`src/rtl/aco_pkg.sv`:
```
// Package for the attribute color output block: I/O port numbers, indices,
// field positions, reset values and enumerations.
// Assumes an 8-bit processor I/O port bus synchronous to clk_sys.
package aco_pkg;
  // ----------------------------------------
  // Host port numbers
  // ----------------------------------------
  localparam logic [15:0] PORT_ATTR_WRITE = 16'h03c0;
  localparam logic [15:0] PORT_ATTR_READ = 16'h03c1;
  localparam logic [15:0] PORT_STATUS_MONO = 16'h03ba;
  localparam logic [15:0] PORT_STATUS_COLOR = 16'h03da;
  localparam logic [15:0] PORT_MISC_OUTPUT = 16'h03c2;
  localparam logic [15:0] PORT_MISC_READ = 16'h03cc;
  localparam logic [15:0] PORT_CHARMAP_WRITE = 16'h03c6;
  // ----------------------------------------
  // Attribute indices
  // ----------------------------------------
  localparam logic [4:0] IDX_PALETTE_LAST = 5'h0f;
  localparam logic [4:0] IDX_MODE_CONTROL = 5'h10;
  localparam logic [4:0] IDX_OVERSCAN = 5'h11;
  localparam logic [4:0] IDX_PLANE_ENABLE = 5'h12;
  localparam logic [4:0] IDX_PANNING = 5'h13;
  localparam logic [4:0] IDX_COLOR_SET_SELECT = 5'h14;
  // ----------------------------------------
  // Field positions and masks
  // ----------------------------------------
  localparam int MODE_SELECT_BIT = 7;
  localparam int MODE_WIDE_PIXEL_BIT = 6;
  localparam int MODE_PAN_COMPAT_BIT = 5;
  localparam int MODE_LINE_GRAPHICS_BIT = 2;
  localparam logic [7:0] MODE_CONTROL_MASK = 8'hef;
  localparam logic [7:0] COLOR_SET_MASK = 8'h0f;
  localparam logic [7:0] PANNING_MASK = 8'h0f;
  localparam logic [7:0] PALETTE_MASK = 8'h3f;
  localparam logic [7:0] LINE_GFX_FIRST = 8'hc0;
  localparam logic [7:0] LINE_GFX_LAST = 8'hdf;
  // ----------------------------------------
  // Reset values and the unmapped read value
  // ----------------------------------------
  localparam logic [7:0] RST_COLOR_SET = 8'h00;
  localparam logic [7:0] RST_MODE_CONTROL = 8'h00;
  localparam logic [7:0] RST_PANNING = 8'h00;
  localparam logic [7:0] RST_CHARMAP = 8'h00;
  localparam logic [7:0] RST_PALETTE = 8'h00;
  localparam logic [7:0] UNMAPPED_READ = 8'hff;
  // ----------------------------------------
  // Buffer and state encodings
  // ----------------------------------------
  localparam int BUF_DEPTH = 2;
  typedef enum logic [0:0] {
    ACO_FF_INDEX = 1'b0,
    ACO_FF_DATA = 1'b1
  } aco_toggle_e;
endpackage : aco_pkg

```
`src/rtl/aco_stream_if.sv`:
```
// Valid/ready carrier for 8-bit color words between the path and the buffer.
// Assumes both ends share clk_sys.
`timescale 1ns/100ps
`default_nettype none
interface aco_stream_if;
  logic valid;
  logic ready;
  logic [7:0] data;
  modport src (output valid, output data, input ready);
  modport dst (input valid, input data, output ready);
endinterface : aco_stream_if
`default_nettype wire

```
`src/rtl/aco_color_out.sv`:
```
// Attribute color output: host attribute registers and the pixel color path.
// Assumes synchronous I/O strobes and pixel inputs on clk_sys at 25 MHz.
`timescale 1ns/100ps
`default_nettype none
module aco_color_out (
  input wire logic clk_sys,
  input wire logic rst,
  input wire logic io_wr,
  input wire logic io_rd,
  input wire logic [15:0] io_addr,
  input wire logic [7:0] io_wdata,
  output logic [7:0] io_rdata,
  input wire logic mono_emulation,
  input wire logic pix_valid,
  input wire logic [7:0] pix_attr,
  input wire logic [7:0] char_code,
  input wire logic underline_row,
  input wire logic char_last_col,
  input wire logic nine_dot,
  input wire logic [4:0] scan_row,
  input wire logic [4:0] cursor_start_reg,
  input wire logic [4:0] cursor_end_reg,
  input wire logic cursor_here,
  input wire logic row_start,
  input wire logic line_compare_hit,
  input wire logic vsync,
  input wire logic mem_rd,
  input wire logic mem_wr,
  input wire logic [1:0] write_mode,
  input wire logic [31:0] mem_rdata,
  output logic [31:0] mem_wdata,
  output logic [31:0] cpu_latch,
  output logic [3:0] pan_out,
  output logic [7:0] charmap_active,
  output logic cursor_on,
  output logic underline_on,
  output logic color_valid,
  input wire logic color_ready,
  output logic [7:0] color_out,
  output logic [7:0] misc_output
);
  // ----------------------------------------
  // Register state
  // ----------------------------------------
  aco_pkg::aco_toggle_e toggle;
  logic [4:0] index;
  logic [7:0] palette [16];
  logic [7:0] mode_control;
  logic [7:0] color_set_select;
  logic [7:0] panning;
  logic [7:0] charmap_pending;
  logic pan_forced_zero;
  logic [7:0] next_color;
  aco_stream_if stream ();

  // ----------------------------------------
  // Host decode
  // ----------------------------------------
  wire status_port = (io_addr == (mono_emulation ? aco_pkg::PORT_STATUS_MONO
                                                 : aco_pkg::PORT_STATUS_COLOR));
  wire attr_wr = io_wr && (io_addr == aco_pkg::PORT_ATTR_WRITE);
  wire attr_rd = io_rd && (io_addr == aco_pkg::PORT_ATTR_READ);
  wire index_wr = attr_wr && (toggle == aco_pkg::ACO_FF_INDEX);
  wire data_wr = attr_wr && (toggle == aco_pkg::ACO_FF_DATA);
  wire pal_sel = (index <= aco_pkg::IDX_PALETTE_LAST);
  wire wide_pixel = mode_control[aco_pkg::MODE_WIDE_PIXEL_BIT];
  wire pal_select = mode_control[aco_pkg::MODE_SELECT_BIT];
  wire [7:0] pal_entry = palette[pix_attr[3:0]];

  function automatic logic [7:0] attr_read(input logic [4:0] idx);
    if (idx <= aco_pkg::IDX_PALETTE_LAST) attr_read = palette[idx[3:0]];
    else case (idx)
      aco_pkg::IDX_MODE_CONTROL: attr_read = mode_control;
      aco_pkg::IDX_PANNING: attr_read = panning;
      aco_pkg::IDX_COLOR_SET_SELECT: attr_read = color_set_select;
      default: attr_read = 8'h00;
    endcase
  endfunction : attr_read

  // ----------------------------------------
  // Index toggle and data registers
  // ----------------------------------------
  // status read resets toggle
  always_ff @(posedge clk_sys) begin
    if (rst) toggle <= aco_pkg::ACO_FF_INDEX;
    else if (io_rd && status_port) toggle <= aco_pkg::ACO_FF_INDEX;
    else if (attr_wr) toggle <= (toggle == aco_pkg::ACO_FF_INDEX) ? aco_pkg::ACO_FF_DATA
                                                             : aco_pkg::ACO_FF_INDEX;
  end

  always_ff @(posedge clk_sys) begin
    if (rst) index <= 5'h00;
    else if (index_wr) index <= io_wdata[4:0];
  end

  always_ff @(posedge clk_sys) begin
    if (rst) begin
      color_set_select <= aco_pkg::RST_COLOR_SET;
      mode_control <= aco_pkg::RST_MODE_CONTROL;
      panning <= aco_pkg::RST_PANNING;
    end else if (data_wr) begin
      case (index)
        aco_pkg::IDX_COLOR_SET_SELECT: color_set_select <= io_wdata & aco_pkg::COLOR_SET_MASK;
        aco_pkg::IDX_MODE_CONTROL: mode_control <= io_wdata & aco_pkg::MODE_CONTROL_MASK;
        aco_pkg::IDX_PANNING: panning <= io_wdata & aco_pkg::PANNING_MASK;
        default: ;
      endcase
    end
  end

  always_ff @(posedge clk_sys) begin
    if (rst) begin
      for (int i = 0; i < 16; i++) palette[i] <= aco_pkg::RST_PALETTE;
    end else if (data_wr && pal_sel) begin
      palette[index[3:0]] <= io_wdata & aco_pkg::PALETTE_MASK;
    end
  end

  always_ff @(posedge clk_sys) begin
    if (rst) io_rdata <= 8'h00;
    else if (attr_rd) io_rdata <= attr_read(index);
    else if (io_rd && io_addr == aco_pkg::PORT_MISC_READ) io_rdata <= misc_output;
    else if (io_rd) io_rdata <= aco_pkg::UNMAPPED_READ;
  end

  always_ff @(posedge clk_sys) begin
    if (rst) misc_output <= 8'h00;
    else if (io_wr && io_addr == aco_pkg::PORT_MISC_OUTPUT) misc_output <= io_wdata;
  end

  // ----------------------------------------
  // Character map, panning, cursor, underline
  // ----------------------------------------
  always_ff @(posedge clk_sys) begin
    if (rst) charmap_pending <= aco_pkg::RST_CHARMAP;
    else if (io_wr && io_addr == aco_pkg::PORT_CHARMAP_WRITE) charmap_pending <= io_wdata;
  end

  always_ff @(posedge clk_sys) begin
    if (rst) charmap_active <= aco_pkg::RST_CHARMAP;
    else if (row_start) charmap_active <= charmap_pending;
  end

  always_ff @(posedge clk_sys) begin
    if (rst) pan_forced_zero <= 1'b0;
    else if (vsync) pan_forced_zero <= 1'b0;
    else if (line_compare_hit && mode_control[aco_pkg::MODE_PAN_COMPAT_BIT])
      pan_forced_zero <= 1'b1;
  end

  // Vertical sync restores the programmed value at once
  wire pan_zero_now = (pan_forced_zero || line_compare_hit) && !vsync &&
                      mode_control[aco_pkg::MODE_PAN_COMPAT_BIT];
  always_ff @(posedge clk_sys) begin
    if (rst) pan_out <= 4'h0;
    else pan_out <= pan_zero_now ? 4'h0 : panning[3:0];
  end

  wire cursor_row = (cursor_start_reg <= cursor_end_reg) &&
                    (scan_row >= cursor_start_reg) && (scan_row <= cursor_end_reg);
  always_ff @(posedge clk_sys) begin
    if (rst) cursor_on <= 1'b0;
    else cursor_on <= cursor_here && cursor_row;
  end

  wire line_gfx = (char_code >= aco_pkg::LINE_GFX_FIRST) && (char_code <= aco_pkg::LINE_GFX_LAST);
  wire gap_dot = nine_dot && char_last_col && !line_gfx;
  always_ff @(posedge clk_sys) begin
    if (rst) underline_on <= 1'b0;
    else underline_on <= underline_row && !gap_dot;
  end

  // ----------------------------------------
  // Processor latches
  // ----------------------------------------
  // load four map bytes
  always_ff @(posedge clk_sys) begin
    if (rst) cpu_latch <= 32'h0000_0000;
    else if (mem_rd) cpu_latch <= mem_rdata;
  end

  always_ff @(posedge clk_sys) begin
    if (rst) mem_wdata <= 32'h0000_0000;
    else if (mem_wr && write_mode == 2'h1) mem_wdata <= cpu_latch;
  end

  // ----------------------------------------
  // Color formation
  // ----------------------------------------
  // 256-color bypass
  assign next_color = wide_pixel ? pix_attr :
                      pal_select ? {color_set_select[3:0], pal_entry[3:0]} :
                                   {color_set_select[3:2], pal_entry[5:0]};
  assign stream.valid = pix_valid;
  assign stream.data = next_color;

  aco_skid_buf u_buf (
    .clk_sys(clk_sys),
    .rst(rst),
    .in_s(stream.dst),
    .out_valid(color_valid),
    .out_ready(color_ready),
    .out_data(color_out)
  );
endmodule : aco_color_out
`default_nettype wire

```
`src/rtl/aco_skid_buf.sv`:
```
// Two-entry buffer for color words, valid and ready on both sides.
// Assumes one clock and a synchronous active-high reset.
`timescale 1ns/100ps
`default_nettype none
module aco_skid_buf (
  input wire logic clk_sys,
  input wire logic rst,
  aco_stream_if.dst in_s,
  output logic out_valid,
  input wire logic out_ready,
  output logic [7:0] out_data
);
  // Head slot is the output itself, so valid and data leave straight from flops
  logic [7:0] spare_data;
  logic spare_valid;
  wire push = in_s.valid && in_s.ready;
  wire pop = out_valid && out_ready;
  wire head_free = !out_valid || pop;
  // Ready is honest: it drops only when both slots hold words
  assign in_s.ready = !spare_valid;
  always_ff @(posedge clk_sys) begin
    if (rst) begin
      out_valid <= 1'b0;
      out_data <= 8'h00;
    end else if (head_free) begin
      out_valid <= spare_valid || push;
      if (spare_valid) out_data <= spare_data;
      else if (push) out_data <= in_s.data;
    end
  end
  always_ff @(posedge clk_sys) begin
    if (rst) begin
      spare_valid <= 1'b0;
      spare_data <= 8'h00;
    end else if (head_free) begin
      spare_valid <= 1'b0;
    end else if (push) begin
      spare_valid <= 1'b1;
      spare_data <= in_s.data;
    end
  end
endmodule : aco_skid_buf
`default_nettype wire

```
`config.mk`:
```
export PLATFORM = sky130hd
export DESIGN_NAME = aco_color_out
export DESIGN_NICKNAME = d
export VERILOG_FILES = /design/src/rtl/aco_pkg.sv /design/src/rtl/aco_stream_if.sv /design/src/rtl/aco_color_out.sv /design/src/rtl/aco_skid_buf.sv
export SDC_FILE = /design/constraint.sdc
export NUM_CORES = 1
export LEC_CHECK = 0
export BUFFER_PORTS_ARGS = -buffer_cell sky130_fd_sc_hd__buf_4
export CAP_MARGIN = 25
export CORE_ASPECT_RATIO = 1.75
export CORE_MARGIN = 3
export CORE_UTILIZATION = 45
export DETAILED_ROUTE_END_ITERATION = 16
export HOLD_SLACK_MARGIN = 0.03
export PLACE_DENSITY = 0.69
export SLEW_MARGIN = 10
export SYNTH_ARGS = -nofsm -noshare
export SYNTH_HDL_FRONTEND = slang
export SYNTH_SLANG_ARGS = --single-unit
export TNS_END_PERCENT = 10
```
`constraint.sdc`:
```
create_clock -name clk_sys -period 2.1 [get_ports clk_sys]
set_clock_uncertainty 0.2 [all_clocks]
set_input_delay 0.21 -clock clk_sys [delete_from_list [all_inputs] [get_ports clk_sys]]
set_output_delay 0.21 -clock clk_sys [all_outputs]
set_load 0.02 [all_outputs]
```
# After elaboration in Yosys (flattened, before gate mapping)
# Memory sizes are Yosys's and may differ from the RTL's. A register that Yosys moved wholly into a read port is not among the register bits.
# Cells that the tools add are included.
# Widths: inputs -> output; s select.
# totals
mem_count,1
in_bits,105
regBits,142
out_inout_bits,103
mem_bits_rw,96
word_cells,101
# op_classes
n_mux,21
n_reduce_logical,42
bitwise_logic,2
eq_ne,10
magnitude_cmp,6
# memory_table
name,words,width,rd,rd_clocked_by_memory_dff,wr,line,rtl
palette,16,6,2,1,16,aco_color_out.sv:47,logic [7:0] palette [16];
# ops
op,count
$eq 16x10->1 const B,5
$mux 8,7
$pmux 8 s3,1
$logic_and 1x1->1,22
$eq 16x10->1,1
$eq 5x5->1 const B,3
$mux 4,3
$mux 6,2
$le 5x5->1,2
$reduce_and 2->1,5
$ge 8x8->1 const B,1
$le 8x8->1 const B,1
$reduce_or 2->1,4
$mux 1,7
$mux 7,1
$reduce_or 6->1,1
$ge 5x5->1,1
$le 5x4->1 const B,1
$logic_not 1->1,5
$logic_or 1x1->1,3
$reduce_bool 3->1,1
$eq 2x1->1 const B,1
$not 1->1,2
$reduce_bool 2->1,1

# Depth between registers and ports, before layout
# Gate-level depths: netlist of run 1.
# depth
word_depth,9
depth_mapped,9
mapped_depth_nobuf,8

# Cells and area by module
# From an unflattened synthesis of run 1, not the netlist that was laid out.
# unflattened
hier_cells,1017
hier_area_um2,11232.0
# modules_own_cells
module,cells_each,area_each_um2,n_inst,seq_area_each_um2
aco_color_out,944,10445.0,1,5445.2
aco_skid_buf,73,787.0,1,360.3

# Least setup slack after synthesis of run 1
# OpenSTA, ideal clock, no wires.
# synth_timing
path_kind,register -> register
from,register (tool-made name)
to,register io_rdata[1]
setup_slack_ns,-0.245
required_time_ns,1.772
path_buffers,3
synth_period_minus_slack_ns,2.345
setup_ns,0.128
arrival_time_ns,2.017
stages_incl_launch_ff,8
cell_sequence,dfxtp_1 > buf_2 > buf_4 > buf_2 > mux4_2 > mux2_2 > o211ai_1 > a21oi_1
# synth_lines
element,line,rtl
end signal: assignment,aco_color_out.sv:121,else if (attr_rd) io_rdata <= attr_read(index);
end signal: assignment,aco_color_out.sv:122,else if (io_rd && io_addr == aco_pkg::PORT_MISC_READ) io_rdata <= misc_output;
end signal: assignment,aco_color_out.sv:123,else if (io_rd) io_rdata <= aco_pkg::UNMAPPED_READ;
end: declaration,aco_color_out.sv:12,"output logic [7:0] io_rdata,"

==> flow_metrics.env, run 1 <==
export IMPL_slowest_stage="edfxtp_1"
export IMPL_cpPeakStageDelay_ns=0.51
export IMPL_synth_top_family_by_area="multiplexers"
export IMPL_synth_area_um2=11200
export IMPL_num_io_pins=208
export IMPL_fin_nets=1426
export IMPL_cp_arrival_ns=2.43
export IMPL_drv_cap=0
export IMPL_viasPerCell=5.47
export IMPL_cts_max_path_buffers=3
export IMPL_first_pass_iters=6
export IMPL_rows=75
export IMPL_holdPathStages=6
export IMPL_final_hold_violation_count=0
export IMPL_io_buffers=202
export IMPL_synth_ff_type="dfxtp_1"
export IMPL_start_util_pct=46.2
export IMPL_drive_above_1_share_pct=32.4
export IMPL_hold_class="in -> reg"
export IMPL_outcome="finished, violations left"
export IMPL_worstMarginPinSlew_ns=0.697
export IMPL_fin_tns_setup_ns=-0.531
export IMPL_drv_slew=0
export IMPL_synthCells=1013
export IMPL_die_y_um=215
export IMPL_synthTopCellsByArea="dfxtp_1 (26%), edfxtp_1 (26%), mux4_2 (9.6%)"
export IMPL_cts_root_buf="clkbuf_16"
export IMPL_yosysWarnings=0
export IMPL_netlist_area_leader_share_pct=26.0
export IMPL_start_kind="flop"
export IMPL_crit_top_cell="mux4_2"
export IMPL_cts_buffers=22
export IMPL_drt_iter0_drc=565
export IMPL_synth_adder_area_share_pct=1.67
export IMPL_htreeDepth=1
export IMPL_required_ns=2.27
export IMPL_reg2reg_depth=5
export IMPL_wl_um=33300
export IMPL_via_count=8908
export IMPL_ir_drop_mv=0.474
export IMPL_synth_area_leader_cell="dfxtp_1"
export IMPL_path_max_fanout=2
export IMPL_antenna_found_initial=0
export IMPL_crit_path_end_kind="flop"
export IMPL_cts_sinks=242
export IMPL_r2r_end="io_rdata[5]"
export IMPL_clock_fmax_mhz=441
export IMPL_clkTransAtPathRegs_ns=0.07
export IMPL_synthMuxAreaShare_pct=18.6
export IMPL_fill_cells=1955
export IMPL_place_congestion=0.964
export IMPL_pre_cts_slack_ns=-0.502
export IMPL_rrSetupSlack_ns=-0.17
export IMPL_p_leak_nw=6.11
export IMPL_placedCellCount=1532
export IMPL_wl_per_cell_um=20.5
export IMPL_grt_pass1_vias=8969
export IMPL_die_w_um=125
export IMPL_synth_cell_types=49
export IMPL_synth_compound_area_share_pct=6.28
export IMPL_async_flop_share_pct=0
export IMPL_synthXorXnorAreaFrac_pct=0
export IMPL_ys_ff_latch=242
export IMPL_r2r_start="palette[10][5]"
export IMPL_worstHoldStart="mono_emulation"
export IMPL_hpwl_um=24300
export IMPL_synthMostInstantiatedCell="dfxtp_1"
export IMPL_criticalPathCategory="reg -> reg"
export IMPL_postRouteAntennaNets=0
export IMPL_clock_latency_ns=0.51
export IMPL_ys_seq_area_share_pct=51.7
export IMPL_power_mw=10.3
export IMPL_synth_nets=1133
export IMPL_overflow=0
export IMPL_violations="setup timing"
export IMPL_diodes=0
export IMPL_setup_violations=7
export IMPL_setup_ws_ns=-0.166
export IMPL_whs_endpoint="toggle"
export IMPL_rsz0062_at_grt="yes"
export IMPL_fin_crit_sh_pct=108
export IMPL_max_slew_margin_rel_pct=53.6
export IMPL_synth_edf_count=96
export IMPL_final_util_pct=61.3
export IMPL_layout_cells_non_filler=1630
export IMPL_grt_pass1_wl_um=50100
export IMPL_drc=0
export IMPL_syn_avg_cell_area_um2=11.1
export IMPL_grtUsageTotal_pct=23.9
export IMPL_grt_max_degree=156
export IMPL_core_um2=24300
export IMPL_fin_crit_ns=2.27
export IMPL_synth_simple_gate_area_share_pct=18.5
export IMPL_path_cells="mux4_2, mux4_2, a221oi_2, buf_4, nor4_2"
export IMPL_ys_top_cells_by_count="dfxtp_1 (146), nor2_1 (120), and2_1 (104)"
export IMPL_area_delta_synth_final_pct=32.7
export IMPL_power_density_nw_per_um2=694
export IMPL_cts_tree="done"
export IMPL_dieArea_um2=26900
==> cell type report <==
cell class	instances	area [um2]	area share [%]
clock buffers	31	657	4.41
clock inverters	9	73.8	0.496
inverters	18	67.6	0.454
multi-input cells	681	5150	34.6
flip-flops and latches	242	5810	39.0
well taps	308	385	2.59
repair buffers	341	2740	18.4
==> per-layer routing <==
layer  wire [um]  vias up  GRT usage, %
li1            -     4171             -
met1       10900     4233          23.8
met2       17900      407          44.9
met3        2080       97          3.38
met4        2490        0          16.2
met5           0        -             0
==> cell families (layout without fill, tap and decap cells) <==
family / after synthesis / in the layout
buffers and inverters: 90 / 399
muxes: 147 / 147
AOI/OAI and AO/OA: 118 / 118
adders and majority gates: 15 / 15
DFF: 242 / 242
and+or+nand+nor: 401 / 401
==> worst max path at each step <==
stage	startpoint	to	cells after the start
global route	flop	io_rdata[5]	6
floorplan	io_addr[11]	palette[10][0]	6
detailed placement	io_addr[12]	palette[8][0]	9
finish	palette[10][5]	io_rdata[5]	5
global placement	io_addr[12]	palette[8][1]	9
CTS	palette[10][5]	io_rdata[5]	5
==> per-stage QoR <==
step | hold slack [ns] | instance area, um2
5_1_grt | 0.0878 | 14900
6_report | 0.0688 | 14900
3_3_place_gp | 0.185 | 13500
3_5_place_dp | 0.192 | 13500
2_1_floorplan | 0.0868 | 11200
4_1_cts | 0.0536 | 14800
==> state kept, by name, indices dropped and copies added, names as in the netlist, named ones only <==
name	flops
underline_on	1
toggle	1
u_buf.spare_valid	1
u_buf.out_valid	1
palette	96
color_set_select	4
io_rdata	8
index	5
cpu_latch	32
mode_control	7
mem_wdata	32
pan_forced_zero	1
charmap_active	8
misc_output	8
panning	4
pan_out	4
cursor_on	1
u_buf.out_data	8
charmap_pending	8
u_buf.spare_data	8
==> timing repair <==
action	4_1_cts	5_1_grt
pin swaps	2	4
gates cloned	0	0
hold buffers	57	0
hold endpoints to repair	108	0
setup buffers	1	0
endpoints found under the setup margin	9	73
resized for setup	10	13
==> worst max-delay path, delay by kind of cell (launching register included) <==
family	cells	cell delay, ns
AO/OA/AOI/OAI	1	0.22
buffers and inverters	1	0.16
flip-flops	1	0.51
multiplexers	2	1.00
AND/OR/NAND/NOR	1	0.04
==> cell usage in the layout, fill, tap and decap left out, drive strengths merged, types with 48 or more instances in the layout <==
cell         Yosys  routed
mux2i           85      85
nor2           120     120
mux4            48      48
edfxtp          96      96
dfxtp          146     146
a21oi           66      66
buf             18     284
nand2           94      94
and2           104     104
dlygate4sd3      0      57
==> power by group <==
part	switching [mW]	internal [mW]
Clock	1.71	2.31
Sequential	0.140	5.04
Combinational	0.572	0.561
(Power assumes the default switching activity.)
==> run 2, diff against run 1 <==
--- a/config.mk
+++ b/config.mk
@@ -12,7 +12,7 @@
 export CORE_UTILIZATION = 45
 export DETAILED_ROUTE_END_ITERATION = 16
 export HOLD_SLACK_MARGIN = 0.03
-export PLACE_DENSITY = 0.69
+export PLACE_DENSITY = 0.67
 export SLEW_MARGIN = 10
 export SYNTH_ARGS = -nofsm -noshare
 export SYNTH_HDL_FRONTEND = slang
==> constraint.sdc (replaced) <==
create_clock -name clk_sys -period 2.5 [get_ports clk_sys]
set_clock_uncertainty 0.2 [all_clocks]
set_input_delay 0.25 -clock clk_sys [delete_from_list [all_inputs] [get_ports clk_sys]]
set_output_delay 0.25 -clock clk_sys [all_outputs]
set_load 0.02 [all_outputs]
==> run 2 against run 1 <==
Net effect:
- the flow now finishes without violations
- cell count is 1.8% lower
- register-to-register slack better by 0.30 ns
- hold slack better by 0.017 ns
- combinational power is 19% lower
- count of clock-buffer cells in the layout is 3 higher
- sequential power is 16% lower
- first-iteration DRC count is 25% higher
- critical path depth stayed put
- utilization is 1.1 points lower
- via count is 2.1% lower
- sequential share of layout area is 0.66 points higher
- wire length is 2.9% lower
- critical endpoint unchanged
==> flow_metrics.env, run 2 (synthesis gave the netlist of run 1 again) <==
export IMPL_worstHoldStart="mono_emulation"
export IMPL_required_ns=2.68
export IMPL_area_delta_synth_final_pct=30.4
export IMPL_fin_nets=1397
export IMPL_rrSetupSlack_ns=0.13
export IMPL_drc=0
export IMPL_cts_sinks=242
export IMPL_power_mw=8.80
export IMPL_crit_path_end_kind="flop"
export IMPL_wl_per_cell_um=20.2
export IMPL_largestRegisters="palette x96, cpu_latch x32, mem_wdata x32"
export IMPL_max_slew_margin_rel_pct=50.2
export IMPL_die_w_um=125
export IMPL_postRouteAntennaNets=0
export IMPL_start_util_pct=46.2
export IMPL_cts_tree="done"
export IMPL_criticalPathCategory="reg -> reg"
export IMPL_setup_violations=0
export IMPL_register_area_um2=5810
export IMPL_drv_slew=0
export IMPL_via_count=8724
export IMPL_core_um2=24300
export IMPL_drv_cap=0
export IMPL_clock_latency_ns=0.52
export IMPL_clkTransAtPathRegs_ns=0.07
export IMPL_pre_cts_slack_ns=-0.151
export IMPL_hold_class="in -> reg"
export IMPL_power_density_nw_per_um2=602
export IMPL_diodes=0
export IMPL_slowest_stage="mux4_2"
export IMPL_largest_reg_flops=96
export IMPL_final_common_cell="buf_4"
export IMPL_outcome="finished clean"
export IMPL_cts_root_buf="clkbuf_16"
export IMPL_worstMarginPinSlew_ns=0.747
export IMPL_rows=75
export IMPL_path_max_fanout=20
export IMPL_ir_drop_mv=0.394
export IMPL_overflow=0
export IMPL_drive_above_1_share_pct=29.3
export IMPL_start_kind="flop"
export IMPL_fin_crit_ns=2.37
export IMPL_fill_cells=2010
export IMPL_dieArea_um2=26900
export IMPL_holdPathStages=6
export IMPL_grt_pass1_wl_um=49100
export IMPL_htreeDepth=1
export IMPL_grt_max_degree=156
export IMPL_cts_max_path_buffers=3
export IMPL_setup_ws_ns=0.135
export IMPL_post_cts_setup_buffers=0
export IMPL_multi_input_area_um2=5070
export IMPL_reg2reg_depth=5
export IMPL_wl_um=32400
export IMPL_hpwl_um=23300
export IMPL_hold_slack_ns=0.0861
export IMPL_num_io_pins=208
export IMPL_drt_iter0_drc=705
export IMPL_clock_fmax_mhz=423
export IMPL_place_congestion=0.964
export IMPL_grt_pass1_vias=8733
export IMPL_cts_buffers=22
export IMPL_final_hold_violation_count=0
export IMPL_path_cells="buf_12, mux4_2, mux4_2, a221oi_1, nor4_1"
export IMPL_viasPerCell=5.45
export IMPL_p_leak_nw=5.96
export IMPL_fin_tns_setup_ns=0
export IMPL_io_buffers=202
export IMPL_first_pass_iters=5
export IMPL_antenna_found_initial=0
export IMPL_grtUsageTotal_pct=23.3
export IMPL_final_cell_mix="buf_4 (250), dfxtp_1 (146), nor2_1 (119), and2_1 (104), edfxtp_1 (96)"
export IMPL_cp_arrival_ns=2.54
export IMPL_regMostFlops="palette"
export IMPL_die_y_um=215
export IMPL_fin_crit_sh_pct=94.6
export IMPL_crit_top_cell="mux4_2"
export IMPL_cpPeakStageDelay_ns=0.58
run 2: cell count changes in the layout (fill, tap and decap cells not counted), sizes merged:
cell	previous run	this run
inv	18	19
clkinv	5	2
clkinvlp	3	1
clkbuf	31	34
bufinv	1	2
dlygate4sd3	57	59
buf	284	253
run 2: final timing paths:
| check | end |
|---|---|
| worst max-delay path | io_rdata[5] |
| worst min-delay path | toggle |
| worst max register to register | io_rdata[5] |
| worst min register to register | mem_wdata[8] |
run 2: power by group:
| part | total [mW] | switching (mW) | internal (mW) |
|---|---|---|---|
| Sequential | 4.34 | 0.110 | 4.23 |
| Clock | 3.54 | 1.43 | 2.11 |
| Combinational | 0.920 | 0.469 | 0.451 |
run 2: stage by stage:
| step | instances | util, % | area, um2 |
|---|---|---|---|
| after floorplan | 1013 | - | 11200 |
| after global placement | 1501 | 54.5 | 13300 |
| after detailed placement | 1501 | 54.5 | 13300 |
| after CTS | 1600 | 60.1 | 14600 |
| after global routing | 1601 | 60.2 | 14600 |
| final | 1601 | 60.2 | 14600 |
run 2: metal layers:
layer  up-vias  global-route usage, %  routed length, um
li1       4115                      -                  -
met1      4159                   24.7              11300
met2       355                   43.6              17400
met3        95                   3.13               1700
met4         0                   13.0               1970
met5         -                      0                  0
run 2: final cells by class:
class | count | share of cell area, %
clock buffers | 34 | 4.73
clock inverters | 6 | 0.539
well taps | 308 | 2.63
repair buffers | 312 | 17.3
flip-flops and latches | 242 | 39.7
inverters | 18 | 0.462
multi-input cells | 681 | 34.7
run 2: timing repair:
item / 4_1_cts / 5_1_grt
hold endpoints to repair: 102 / 0
hold buffers: 59 / 0
gates resized for setup: 0 / 1
endpoints found under the setup margin: 0 / 6
run 2: worst max-delay path, delay by kind of cell, from the launching register on:
kind	cells	cell delay, ns
buf+inv	1	0.21
compound gates	1	0.28
simple gates	1	0.07
flops	1	0.37
mux	2	1.08
